[config.mk]
export PLATFORM = sky130hd
export DESIGN_NAME = ifep_top
export DESIGN_NICKNAME = d
export VERILOG_FILES = /design/src/ifep_pkg.sv /design/src/ifep_source_gate.sv /design/src/ifep_top.sv
export SDC_FILE = /design/constraint.sdc
export NUM_CORES = 1
export LEC_CHECK = 0
export ABC_CLOCK_PERIOD_IN_PS = 8400
export BUFFER_PORTS_ARGS = -buffer_cell sky130_fd_sc_hd__buf_2
export CAP_MARGIN = 20
export CORE_UTILIZATION = 54
export DETAILED_ROUTE_END_ITERATION = 8
export GPL_TIMING_DRIVEN = 0
export PLACE_DENSITY_LB_ADDON = 0.25
export SYNTH_ARGS = -nofsm -noshare
export SYNTH_HDL_FRONTEND = slang
export SYNTH_SLANG_ARGS = --single-unit
[constraint.sdc]
create_clock -name CLOCK -period 8.4 [get_ports CLOCK]
set_clock_uncertainty 0.05 [all_clocks]
set_input_delay 0 -clock CLOCK [delete_from_list [all_inputs] [get_ports CLOCK]]
set_output_delay 0 -clock CLOCK [all_outputs]
set_load 0.02 [all_outputs]
[src/ifep_pkg.sv]
// package: register map, field layout and reset values of the interrupt flag/enable/priority slice
//
// Functional notes
// - flag reads one after request, software writable
// - priority code 111 means level seven
// - code 001 lowest, 000 disables source
// - unimplemented bits ignore writes, read zero
// - external 1/2 need mapped remappable pin; the code gates only ext2, by pin_map[1]
// - flag register holds listed source flags
// - enable register holds listed source enables
// - priority fields at 14-12,10-8,6-4,2-0
package ifep_pkg;
   // ***********************************************************************
   // register byte offsets
   // ***********************************************************************
   localparam logic [11:0] OFS_FLAG       = 12'h000;
   localparam logic [11:0] OFS_ENABLE     = 12'h004;
   localparam logic [11:0] OFS_PRIORITY   = 12'h008;
   localparam logic [11:0] OFS_PIN_MAP    = 12'h00C;
   localparam logic [11:0] OFS_IRQ_STATUS = 12'h010;
   localparam logic [11:0] OFS_IRQ_MASK   = 12'h014;
   localparam logic [11:0] OFS_REQUEST    = 12'h018;
   // ***********************************************************************
   // implemented bit masks and reset values
   // ***********************************************************************
   localparam logic [15:0] FLAG_MASK      = 16'h7DE6;
   localparam logic [15:0] ENABLE_MASK    = 16'hFF1F;
   localparam logic [15:0] PRIORITY_MASK  = 16'h7777;
   localparam logic [15:0] FLAG_RESET     = 16'h0000;
   localparam logic [15:0] ENABLE_RESET   = 16'h0000;
   localparam logic [15:0] PRIORITY_RESET = 16'h4444;
   localparam logic [1:0]  PIN_MAP_MASK   = 2'h3;
   // ***********************************************************************
   // flag bit positions
   // ***********************************************************************
   localparam int FLAG_CALENDAR  = 14;
   localparam int FLAG_DMA5      = 13;
   localparam int FLAG_SER3_RX   = 12;
   localparam int FLAG_SER2_RX   = 11;
   localparam int FLAG_SER1_RX   = 10;
   localparam int FLAG_KEY_STORE = 8;
   localparam int FLAG_CRYPTO    = 7;
   localparam int FLAG_EXT4      = 6;
   localparam int FLAG_EXT3      = 5;
   localparam int FLAG_TW2_MST   = 2;
   localparam int FLAG_TW2_SLV   = 1;
   // ***********************************************************************
   // enable bit positions
   // ***********************************************************************
   localparam int EN_UART_B_TX = 15;
   localparam int EN_UART_B_RX = 14;
   localparam int EN_EXT2      = 13;
   localparam int EN_TIMER5    = 12;
   localparam int EN_EXT1      = 4;
   // ***********************************************************************
   // priority field positions (low bit of each 3-bit field)
   // ***********************************************************************
   localparam int PRI_UART_B_TX = 12;
   localparam int PRI_UART_B_RX = 8;
   localparam int PRI_EXT2      = 4;
   localparam int PRI_TIMER5    = 0;
   localparam int NUM_PRI_SRC   = 4;
   localparam logic [2:0] PRI_OFF = 3'h0;
endpackage : ifep_pkg

[src/ifep_source_gate.sv]
// module: one prioritised source gate
`timescale 1ns/1ps
module ifep_source_gate
(
   input  wire logic       flag,
   input  wire logic       enable,
   input  wire logic       pin_ok,
   input  wire logic [2:0] level,
   output logic            request,
   output logic [2:0]      req_level
);
   always_comb
   begin
      request   = flag & enable & pin_ok & (level != ifep_pkg::PRI_OFF);
      req_level = request ? level : ifep_pkg::PRI_OFF;
   end
endmodule : ifep_source_gate

[src/ifep_top.sv]
// module: flag, enable and priority registers with APB slave and prioritised request outputs
//
// Our own choices: the APB interface to the registers and the register addresses.
`timescale 1ns/1ps
module ifep_top
(
   input  wire logic        CLOCK,
   input  wire logic        RST_N,
   input  wire logic        PSEL,
   input  wire logic        PENABLE,
   input  wire logic        PWRITE,
   input  wire logic [11:0] PADDR,
   input  wire logic [31:0] PWDATA,
   output logic             PREADY,
   output logic [31:0]      PRDATA,
   output logic             PSLVERR,
   input  wire logic [15:0] FLAG_SET,
   input  wire logic [15:0] SRC_ENABLE_EVENT,
   output logic [3:0]       SRC_REQUEST,
   output logic [11:0]      SRC_LEVEL,
   output logic [2:0]       TOP_LEVEL,
   output logic             IRQ
);
   // ***********************************************************************
   // decode helpers
   // ***********************************************************************
   function automatic logic hit(input logic [11:0] a, input logic [11:0] ofs);
      hit = (a == ofs);
   endfunction : hit

   logic [15:0] flag_reg;
   logic [15:0] enable_reg;
   logic [15:0] priority_reg;
   logic [1:0]  pin_map;
   logic [3:0]  irq_status;
   logic [3:0]  irq_mask;
   logic [31:0] rdata;
   logic [15:0] next_flag_reg;
   logic [15:0] next_enable_reg;
   logic [15:0] next_priority_reg;
   logic [1:0]  next_pin_map;
   logic [3:0]  next_irq_status;
   logic [3:0]  next_irq_mask;
   logic [31:0] next_rdata;
   logic        wr;
   logic        rd;
   logic        mapped;
   logic [3:0]  req;
   logic [11:0] lvl;
   logic [3:0]  req_q;
   logic [3:0]  next_req_q;
   logic [2:0]  best;

   // ***********************************************************************
   // apb access
   // ***********************************************************************
   assign wr      = PSEL & PENABLE & PWRITE;
   assign rd      = PSEL & ~PENABLE & ~PWRITE;
   assign PREADY  = 1'b1;
   assign PSLVERR = PSEL & PENABLE & ~mapped;
   assign PRDATA  = rdata;

   always_comb
   begin
      mapped = hit(PADDR, ifep_pkg::OFS_FLAG) | hit(PADDR, ifep_pkg::OFS_ENABLE)
             | hit(PADDR, ifep_pkg::OFS_PRIORITY) | hit(PADDR, ifep_pkg::OFS_PIN_MAP)
             | hit(PADDR, ifep_pkg::OFS_IRQ_STATUS) | hit(PADDR, ifep_pkg::OFS_IRQ_MASK)
             | hit(PADDR, ifep_pkg::OFS_REQUEST);
   end

   // ***********************************************************************
   // register next values
   // ***********************************************************************
   always_comb
   begin
      next_flag_reg     = flag_reg;
      next_enable_reg   = enable_reg;
      next_priority_reg = priority_reg;
      next_pin_map      = pin_map;
      next_irq_mask     = irq_mask;
      next_irq_status   = irq_status;
      if (wr && hit(PADDR, ifep_pkg::OFS_FLAG))
         next_flag_reg = PWDATA[15:0] & ifep_pkg::FLAG_MASK;
      if (wr && hit(PADDR, ifep_pkg::OFS_ENABLE))
         next_enable_reg = PWDATA[15:0] & ifep_pkg::ENABLE_MASK;
      if (wr && hit(PADDR, ifep_pkg::OFS_PRIORITY))
         next_priority_reg = PWDATA[15:0] & ifep_pkg::PRIORITY_MASK;
      if (wr && hit(PADDR, ifep_pkg::OFS_PIN_MAP))
         next_pin_map = PWDATA[1:0] & ifep_pkg::PIN_MAP_MASK;
      if (wr && hit(PADDR, ifep_pkg::OFS_IRQ_MASK))
         next_irq_mask = PWDATA[3:0];
      if (wr && hit(PADDR, ifep_pkg::OFS_IRQ_STATUS))
         next_irq_status = irq_status & ~PWDATA[3:0];
      // hardware set wins over software write
      next_flag_reg   = next_flag_reg | (FLAG_SET & ifep_pkg::FLAG_MASK);
      next_irq_status = next_irq_status | (req & ~req_q);
      next_req_q      = req;
   end

   always_comb
   begin
      next_rdata = 32'h0000_0000;
      if (rd)
      begin
         if (hit(PADDR, ifep_pkg::OFS_FLAG))
            next_rdata[15:0] = flag_reg;
         else if (hit(PADDR, ifep_pkg::OFS_ENABLE))
            next_rdata[15:0] = enable_reg;
         else if (hit(PADDR, ifep_pkg::OFS_PRIORITY))
            next_rdata[15:0] = priority_reg;
         else if (hit(PADDR, ifep_pkg::OFS_PIN_MAP))
            next_rdata[1:0] = pin_map;
         else if (hit(PADDR, ifep_pkg::OFS_IRQ_STATUS))
            next_rdata[3:0] = irq_status;
         else if (hit(PADDR, ifep_pkg::OFS_IRQ_MASK))
            next_rdata[3:0] = irq_mask;
         else if (hit(PADDR, ifep_pkg::OFS_REQUEST))
            next_rdata[6:0] = {best, req};
      end
      else
         next_rdata = rdata;
   end

   always_ff @(posedge CLOCK or negedge RST_N)
   begin
      if (!RST_N)
      begin
         flag_reg     <= ifep_pkg::FLAG_RESET;
         enable_reg   <= ifep_pkg::ENABLE_RESET;
         priority_reg <= ifep_pkg::PRIORITY_RESET;
         pin_map      <= 2'h0;
         irq_status   <= 4'h0;
         irq_mask     <= 4'h0;
         rdata        <= 32'h0000_0000;
         req_q        <= 4'h0;
      end
      else
      begin
         flag_reg     <= next_flag_reg;
         enable_reg   <= next_enable_reg;
         priority_reg <= next_priority_reg;
         pin_map      <= next_pin_map;
         irq_status   <= next_irq_status;
         irq_mask     <= next_irq_mask;
         rdata        <= next_rdata;
         req_q        <= next_req_q;
      end
   end

   // ***********************************************************************
   // prioritised sources
   // ***********************************************************************
   // source 0 timer5, 1 ext2, 2 uart rx, 3 uart tx; flags from SRC_ENABLE_EVENT levels
   localparam int EN_POS [4] = '{ifep_pkg::EN_TIMER5, ifep_pkg::EN_EXT2,
                                 ifep_pkg::EN_UART_B_RX, ifep_pkg::EN_UART_B_TX};
   localparam int PR_POS [4] = '{ifep_pkg::PRI_TIMER5, ifep_pkg::PRI_EXT2,
                                 ifep_pkg::PRI_UART_B_RX, ifep_pkg::PRI_UART_B_TX};
   genvar g;
   generate
      for (g = 0; g < ifep_pkg::NUM_PRI_SRC; g++)
      begin : g_src
         ifep_source_gate u_gate
         (
            .flag      (SRC_ENABLE_EVENT[EN_POS[g]]),
            .enable    (enable_reg[EN_POS[g]]),
            .pin_ok    ((g == 1) ? pin_map[1] : 1'b1),
            .level     (priority_reg[PR_POS[g] +: 3]),
            .request   (req[g]),
            .req_level (lvl[g*3 +: 3])
         );
      end
   endgenerate

   always_comb
   begin
      best = ifep_pkg::PRI_OFF;
      for (int i = 0; i < ifep_pkg::NUM_PRI_SRC; i++)
         if (lvl[i*3 +: 3] > best)
            best = lvl[i*3 +: 3];
   end

   assign SRC_REQUEST = req;
   assign SRC_LEVEL   = lvl;
   assign TOP_LEVEL   = best;
   assign IRQ         = |(irq_status & irq_mask);

   generate
      for (g = 0; g < ifep_pkg::NUM_PRI_SRC; g++)
      begin : g_chk

      end
   endgenerate
endmodule : ifep_top

==> impl_metrics.ini, run 1 <==
[outcome]
status = complete, but fails checks
violations = design-rule violations

[critical_path]
r2r_slack_ns = 3.87
cp_max_fo = 5
critPathKind = reg -> out
crit_top_cell = ha_1
slowest_delay_ns = 0.44
crit_arrival_ns = 4.81
r2r-end = PRDATA[5]$_DFFE_PN0P_
start_kind = register
rr_startpoint = enable_reg[13]$_DFFE_PN0P_
cpMaxStageDelayCell = dfrtp_1
path_cells = and3_1 -> nand2_1 -> inv_1 -> ha_1 -> nor3b_1 -> o21ai_0 -> and3_1 -> a21o_1 -> ha_1 -> nand3b_1 -> a32oi_1 -> mux2i_1 -> ha_1 -> and3b_1 -> or2_2 -> nand2_1 -> mux2i_1 -> buf_2
ff2ff_path_depth = 18
endpoint = TOP_LEVEL[1]
cp-end-kind = output port
required_ns = 8.35
crit_start = enable_reg[13]$_DFFE_PN0P_

[global_route]
grt_max_degree = 67
grt_pass1_wl_um = 17400
gr-total-overflow = 0
antenna_found_initial = 0
grt_pass1_vias = 3474
grtUsageTotal_pct = 31.8

[logic_synthesis]
yosys_warnings = 0
synth_seq_cells = 66
synthFlopType = dfrtp_1
syn-instance-count = 362
syn_area_um2 = 3660
syn_area_per_cell_um2 = 10.1
async_flop_share_pct = 100
synth_edf_count = 0
synth_cell_types = 60
ys_seq_area_share_pct = 45.2

[detailed_routing]
wl_per_cell_um = 18.1
final_antenna_net_count = 0
routed_wirelength_um = 10700
drc_errors = 13
drt_iter0_drc = 449
vias = 3522
viasPerCell = 5.95
drtPass1Iterations = 9

[cts]
cts_buffers = 9
cts_sinks = 66
cts-resized-gates = 0
clock_path_buffers = 2
tritoncts = yes
ctsHoldBuffers = 38
clock_latency_ns = 0.34
path_clk_slew_ns = 0.08
clock-root-buffer = clkbuf_8
post_cts_buffers = 0
htree_num_levels = 3

[finish]
final_cell_area_um2 = 4830
fin_nets = 599
layout_common_cells = buf_2 (87), dfrtp_1 (62), nand2_1 (50), dlygate4sd3_1 (38), mux2_2 (30)
area_growth_pct = 31.7
drive_gt1_share_pct = 33.6
largest_reg_flops = 16
diodes = 0
layout_commonest_cell = buf_2

[timing]
setup_viol = 0
tightest_slew_ns = 1.02
clock.fmax_ghz = 0.206
hold_viol = 0
drv_slew = 0
totalNegativeSetupSlack_ns = 0
grt_setup_unrepaired = false
finalCriticalPeriod_ns = 4.86
fin_crit_sh_pct = 57.9
relSlewSlack_pct = 31.0

[power_and_ir_drop]
power_leakage_nw = 2.45
vdd_drop_max_v = 0.000150
powerDensity_nw_per_um2 = 139

[placed_design]
portBuffers = 84
dpl.hpwl_um = 7120
placed_area_um2 = 4240
place_congestion = 0.890

[floorplan]
start_util_pct = 56.7
die_x_um = 84.4
io_pins = 135
coreArea_um2 = 6460
die_y_um = 84.4
num_rows = 29
dieArea_um2 = 7120

[hold_path]
min-delay-path-class = in -> reg

[flow_run]
max_cap_violations = 0
final cells by class:
| type | instances | area (µm²) |
|---|---|---|
| multi-input cells | 260 | 1790 |
| flip-flops and latches | 66 | 1660 |
| fillers | 481 | 1630 |
| repair buffers | 122 | 803 |
| plain buffers | 34 | 219 |
| clock buffers | 9 | 124 |
| well taps | 77 | 96.3 |
| clock inverters | 7 | 77.6 |
| inverters | 17 | 63.8 |
synthesized netlist by cell type (3+ instances only):
| master | number | area, µm² |
|---|---|---|
| dfrtp_1 | 62 | 1550 |
| nand2_1 | 50 | 188 |
| mux2_2 | 30 | 338 |
| buf_4 | 23 | 173 |
| inv_1 | 17 | 63.8 |
| nand3_1 | 15 | 75.1 |
| nor2_1 | 15 | 56.3 |
| nand3b_1 | 13 | 97.6 |
| o21ai_0 | 11 | 55.1 |
| a21oi_1 | 8 | 40.0 |
| ha_1 | 8 | 100 |
| and3_1 | 6 | 37.5 |
| clkbuf_1 | 6 | 22.5 |
| mux2i_1 | 6 | 60.1 |
| a221oi_1 | 5 | 43.8 |
| a222oi_1 | 5 | 50.1 |
| buf_2 | 4 | 20.0 |
| dfstp_2 | 4 | 105 |
| nor3_1 | 4 | 20.0 |
| a21o_1 | 3 | 22.5 |
| a22o_1 | 3 | 26.3 |
| a31oi_1 | 3 | 18.8 |
| a32oi_1 | 3 | 26.3 |
| nor3b_1 | 3 | 22.5 |
| nor4_1 | 3 | 18.8 |
| nor4_2 | 3 | 37.5 |
| or2_2 | 3 | 18.8 |
where the power goes:
group	switching (mW)	internal, mW
Sequential	0.00276	0.322
Clock	0.133	0.139
Combinational	0.0426	0.0324
Total	0.179	0.494
cell families after synthesis:
group,count (synthesis),synth area share (%)
other cells,2,0.205
compound gates,64,13.1
fa+ha+maj,9,3.01
mux,36,10.9
flops,66,45.2
simple gates,134,19.9
buf+inv,51,7.72
worst min path at each step:
stage | slack [ns] | to | depth (start not counted) | startpoint
CTS | 0.0008 | req_q[3]$_DFF_PN0_ | 2 | SRC_ENABLE_EVENT[15]
global route | 0.01 | req_q[3]$_DFF_PN0_ | 2 | SRC_ENABLE_EVENT[15]
finish | 0.03 | req_q[3]$_DFF_PN0_ | 2 | SRC_ENABLE_EVENT[15]
global placement | 0.14 | flag_reg[8]$_DFF_PN0_ | 2 | FLAG_SET[8]
floorplan | -0.35 | PRDATA[0]$_DFFE_PN0P_ | 0 | RST_N
detailed placement | 0.1 | pin_map[0]$_DFFE_PN0P_ | 1 | RST_N
worst max-delay path: cells and delay by family, from the launching register on:
family                   cells  cell delay, ns
AO/OA/AOI/OAI                3            0.70
buffers and inverters        2            0.30
adder cells (fa/ha/maj)      3            0.81
flip-flops                   1            0.44
multiplexers                 2            0.63
AND/OR/NAND/NOR              8            1.60
layer usage:
metal / vias to the layer above / GRT usage (%) / share of wire (%) / wire, µm
li1: 1580 / - / - / -
met1: 1715 / 41.4 / 41 / 4380
met2: 203 / 54.5 / 49 / 5290
met3: 24 / 5.70 / 7.9 / 846
met4: 0 / 9.86 / 1.9 / 208
met5: - / 0 / 0 / 0
metrics by stage:
stage	utilization, %	power [mW]	hold slack (ns)	worst slack (ns)	cells
finish	74.7	0.672	0.0333	3.54	592
global route	74.7	0.694	0.0105	3.23	592
CTS	74.7	0.673	0.000753	3.62	592
detailed placement	65.7	0.395	0.0994	3.99	538
global placement	65.6	0.394	0.142	4.13	538
floorplan	-	0.364	-0.346	4.12	377
(Power assumes the default switching activity.)
==> run 2, diff against run 1 <==
- ABC_CLOCK_PERIOD_IN_PS: 8400 -> 4700
- CORE_UTILIZATION: 54 -> 50
- clock period: 8.4 -> 4.7 ns (I/O delays scaled with it)
==> impl_metrics.ini, run 2 (same netlist as run 1, synthesis figures left out) <==
[global_route]
grt_pass1_vias = 3279
antenna_found_initial = 0
gr-total-overflow = 0
grt_pass1_wl_um = 15900
grtUsageTotal_pct = 28.4
grt_max_degree = 67

[finish]
layout_commonest_cell = buf_2
layout_common_cells = buf_2 (86), dfrtp_1 (61), nand2_1 (47), dlygate4sd3_1 (39), buf_4 (31)
diodes = 0
area_growth_pct = 35.7
layout.cells.non_filler = 618
final_cell_area_um2 = 4970
largest_reg_flops = 16
fin_nets = 606
drive_gt1_share_pct = 37.4

[outcome]
status = finished, final reports clean

[detailed_routing]
routed_wirelength_um = 10300
drtPass1Iterations = 6
final_antenna_net_count = 0
vias = 3444
drt_iter0_drc = 295
drc_errors = 0
wl_per_cell_um = 16.7
viasPerCell = 5.57

[placed_design]
placed_area_um2 = 4270
place_congestion = 0.942
dp.cells = 557
pre_cts_ws_ns = 0.308
dpl.hpwl_um = 6990
portBuffers = 84

[floorplan]
die_y_um = 87.6
die_x_um = 87.6
io_pins = 135
num_rows = 30
start_util_pct = 52.8
coreArea_um2 = 6940
dieArea_um2 = 7670

[hold_path]
min-delay-path-class = in -> reg
hp-start = PWRITE

[critical_path]
cp-end-kind = output port
critPathKind = reg -> out
r2r_slack_ns = 0.30
slowest_delay_ns = 0.42
start_kind = register
rr_startpoint = enable_reg[13]$_DFFE_PN0P_
required_ns = 4.65
cpMaxStageDelayCell = dfrtp_1
crit_start = enable_reg[13]$_DFFE_PN0P_
critPathTopFamily = adder cells
cp_max_fo = 5
crit_arrival_ns = 4.49
crit_buf_inv = 2
path_cells = and3_1 -> nand2_2 -> ha_2 -> inv_1 -> maj3_1 -> a21oi_2 -> a21oi_1 -> ha_1 -> nand3b_1 -> a32oi_2 -> mux2i_2 -> ha_1 -> and3b_1 -> or2_4 -> nand2_2 -> mux2i_2 -> buf_4

[timing]
relSlewSlack_pct = 28.3
tightest_slew_ns = 1.06
drv_slew = 0
hold_viol = 0
setup_viol = 0
fin_ws_ns = 0.157
finalCriticalPeriod_ns = 4.54
clock.fmax_ghz = 0.220
fin_crit_sh_pct = 96.7

[power_and_ir_drop]
powerDensity_nw_per_um2 = 235
vdd_drop_max_v = 0.000169
power_leakage_nw = 2.49

[cts]
cts_sinks = 66
clock_latency_ns = 0.35
clock-root-buffer = clkbuf_8
htree_num_levels = 3
clock_path_buffers = 2
tritoncts = yes
cts_buffers = 9
path_clk_slew_ns = 0.08

[flow_run]
max_cap_violations = 0
## run 2: cell count changes in the layout (fill, tap and decap cells not counted), moves of 2 or more
cell	change
mux2i_2	+3
nand3_2	+2
mux2i_1	-3
clkinv_4	-2
ha_1	-2
a21oi_1	-2
buf_4	+7
nand2_2	+3
nand3_1	-2
nand2_1	-3
clkbuf_8	+2
## run 2: worst min-delay path, cell delays in order
cell	delay, ns
buf_2	0.11
nor3b_2	0.14
nor2_1	0.12
nor2_1	0.05
## run 2: path summary, 6_finish.rpt
kind	depth (start not counted)	end
max	17	TOP_LEVEL[1]
min	4	PRDATA[11]$_DFFE_PN0P_
max reg2reg	19	PRDATA[5]$_DFFE_PN0P_
min reg2reg	1	irq_status[2]$_DFF_PN0_
max in group asynchronous	2	enable_reg[12]$_DFFE_PN0P_
min in group asynchronous	2	irq_status[2]$_DFF_PN0_
## run 2: metal layers
metal  share of wire, %  up-vias  wire, µm  global-route usage [%]
li1                   -     1593         -                       -
met1                 42     1679      4380                    35.3
met2                 49      156      5040                    47.4
met3                7.0       16       725                    8.01
met4                1.7        0       174                    10.4
met5                  0        -         0                       0
## run 2: timing repair
action                     4_1_cts  5_1_grt
buffers inserted                 3        3
setup endpoints to repair        1        4
resized for setup                7       13
hold buffers                    39        0
pin swaps                        1        5
hold endpoints to repair       109        0
## run 2: through the flow
stage	power (mW)	util (%)	TNS, ns	hold WS (ns)
after floorplan	0.651	-	0	-0.346
after global placement	0.703	61.4	0	0.141
after detailed placement	0.706	61.5	0	0.101
after CTS	1.17	70.5	0	0.0312
after global routing	1.21	71.6	-0.00552	0.0720
final	1.17	71.6	0	0.0430
## run 2: area by class of cell
cell class	count	area, µm²
multi-input cells	260	1860
plain buffers	34	219
repair buffers	129	861
flip-flops and latches	66	1660
clock inverters	5	37.5
clock buffers	11	151
inverters	17	63.8
fillers	520	1970
well taps	96	120
## run 2: power by group
part	switching, mW	internal, mW
Clock	0.231	0.222
Combinational	0.0745	0.0584
Sequential	0.00474	0.576
Total	0.310	0.856
==> run 3, diff against run 2 <==
- ABC_CLOCK_PERIOD_IN_PS: 4700 -> 5280
- CORE_MARGIN: unset -> 5
- CORE_UTILIZATION: 50 -> 54
- clock period: 4.7 -> 5.28 ns (I/O delays scaled with it)
==> impl_metrics.ini, run 3 (same netlist as run 1, synthesis figures left out) <==
[timing]
setup_viol = 0
drv_slew = 0
finalCriticalPeriod_ns = 4.81
fin_crit_sh_pct = 91.1
hold_viol = 0
relSlewSlack_pct = 34.3
tightest_slew_ns = 0.974
finalHoldWorstSlack_ns = 0.0319
totalNegativeSetupSlack_ns = 0
clock.fmax_ghz = 0.208
grt_setup_unrepaired = false

[finish]
largest_reg_flops = 16
multi_input_area_um2 = 1790
drive_gt1_share_pct = 33.5
layout_common_cells = buf_2 (87), dfrtp_1 (62), nand2_1 (50), dlygate4sd3_1 (39), mux2_2 (30)
layout_commonest_cell = buf_2
area_growth_pct = 32.1
seq_area_um2 = 1660
diodes = 0
fin_nets = 600
fillers = 510

[global_route]
grt_pass1_wl_um = 16800
grt_max_degree = 67
grt_pass1_vias = 3303
grtUsageTotal_pct = 25.2
antenna_found_initial = 0
gr-total-overflow = 0

[detailed_routing]
vias = 3391
drt_iter0_drc = 324
drtPass1Iterations = 5
drc_errors = 0
routed_wirelength_um = 10300
final_antenna_net_count = 0
wl_per_cell_um = 17.4
viasPerCell = 5.69

[power_and_ir_drop]
p_int_uw = 787
powerDensity_nw_per_um2 = 221
pwr-share-seq_pct = 48.5
vdd_drop_max_v = 0.000155
clock_power_share_pct = 40.3
power_leakage_nw = 2.46
switching_share_pct = 26.3
p_sw_uw = 281
pwr-share-comb_pct = 11.2

[placed_design]
dpl.hpwl_um = 7180
portBuffers = 84
place_congestion = 0.877

[critical_path]
critPathKind = reg -> out
required_ns = 5.23
crit_arrival_ns = 4.76
cp-end-kind = output port
cp_max_fo = 5
r2r_slack_ns = 0.82
start_kind = register

[cts]
cts_sinks = 66
path_clk_slew_ns = 0.08
ctsHoldBuffers = 39
tritoncts = yes
clock_path_buffers = 2
cts_buffers = 9
clock-root-buffer = clkbuf_8
cts-resized-gates = 0
post_cts_buffers = 0
htree_num_levels = 3
clock_latency_ns = 0.34

[outcome]
status = finished, final reports clean

[floorplan]
start_util_pct = 54.8
dieArea_um2 = 8530
io_pins = 135
num_rows = 30
die_y_um = 92.4
die_x_um = 92.4
coreArea_um2 = 6680

[flow_run]
max_cap_violations = 0

[hold_path]
min-delay-path-class = in -> reg
==> run 3: changes by cell type in the layout (fill, tap and decap cells not counted), sizes merged <==
cell | previous run | this run
clkinv | 2 | 5
buf | 118 | 112
clkinvlp | 2 | 0
clkbuf | 17 | 15
bufinv | 0 | 1
==> run 3: final timing paths <==
check                                            from                   endpoint  cells after the start
min                                            PWRITE      PRDATA[7]$_DFFE_PN0P_                      4
max in group asynchronous                       RST_N  enable_reg[0]$_DFFE_PN0P_                      2
max                        enable_reg[13]$_DFFE_PN0P_               TOP_LEVEL[1]                     18
min reg2reg                        req_q[0]$_DFF_PN0_    irq_status[0]$_DFF_PN0_                      1
min in group asynchronous                       RST_N    irq_mask[2]$_DFFE_PN0P_                      2
max reg2reg                enable_reg[13]$_DFFE_PN0P_      PRDATA[5]$_DFFE_PN0P_                     18
==> run 3: cell type report <==
class	count	share of cell area, %
Buffer	34	4.52
Clock buffer	9	2.56
Clock inverter	7	1.63
Inverter	17	1.32
Multi-Input combinational cell	260	36.9
Sequential cell	66	34.2
Tap cell	80	2.07
Timing Repair Buffer	123	16.8
==> run 3: critical path, stage by stage, from the launching register on <==
cell      delay, ns
dfrtp_1        0.44
and3_1         0.22
nand2_1        0.13
inv_1          0.07
ha_1           0.34
nor3b_1        0.18
o21ai_0        0.15
and3_1         0.19
a21o_1         0.18
ha_1           0.16
nand3b_1       0.21
a32oi_1        0.32
mux2i_1        0.33
ha_1           0.29
and3b_1        0.19
or2_2          0.35
nand2_1        0.13
mux2i_1        0.30
buf_2          0.22
==> run 3: through the flow <==
step | power, mW | setup WS [ns] | std cells | util [%] | cell area [µm²]
2_1_floorplan | 0.580 | 1.00 | 377 | - | 3720
5_1_grt | 1.11 | 0.204 | 596 | 72.5 | 4840
3_5_place_dp | 0.629 | 0.891 | 541 | 63.6 | 4250
6_report | 1.07 | 0.472 | 596 | 72.5 | 4840
3_3_place_gp | 0.626 | 0.999 | 541 | 63.5 | 4240
4_1_cts | 1.07 | 0.525 | 596 | 72.5 | 4840
==> run 3: per-layer routing <==
metal | global-route usage, % | up-vias | share of wire (%)
li1 | - | 1591 | -
met5 | 0 | - | 0
met1 | 34.6 | 1645 | 44
met2 | 40.4 | 134 | 47
met4 | 9.65 | 0 | 2.4
met3 | 3.90 | 21 | 6.6
==> run 3: power by group through the flow <==
stage               clock network (mW)  logic [mW]  registers [mW]
global route                     0.459       0.130           0.519
detailed placement                   0       0.102           0.527
floorplan                            0      0.0444           0.535
finish                           0.431       0.119           0.518
global placement                     0      0.0992           0.527
CTS                              0.434       0.118           0.518
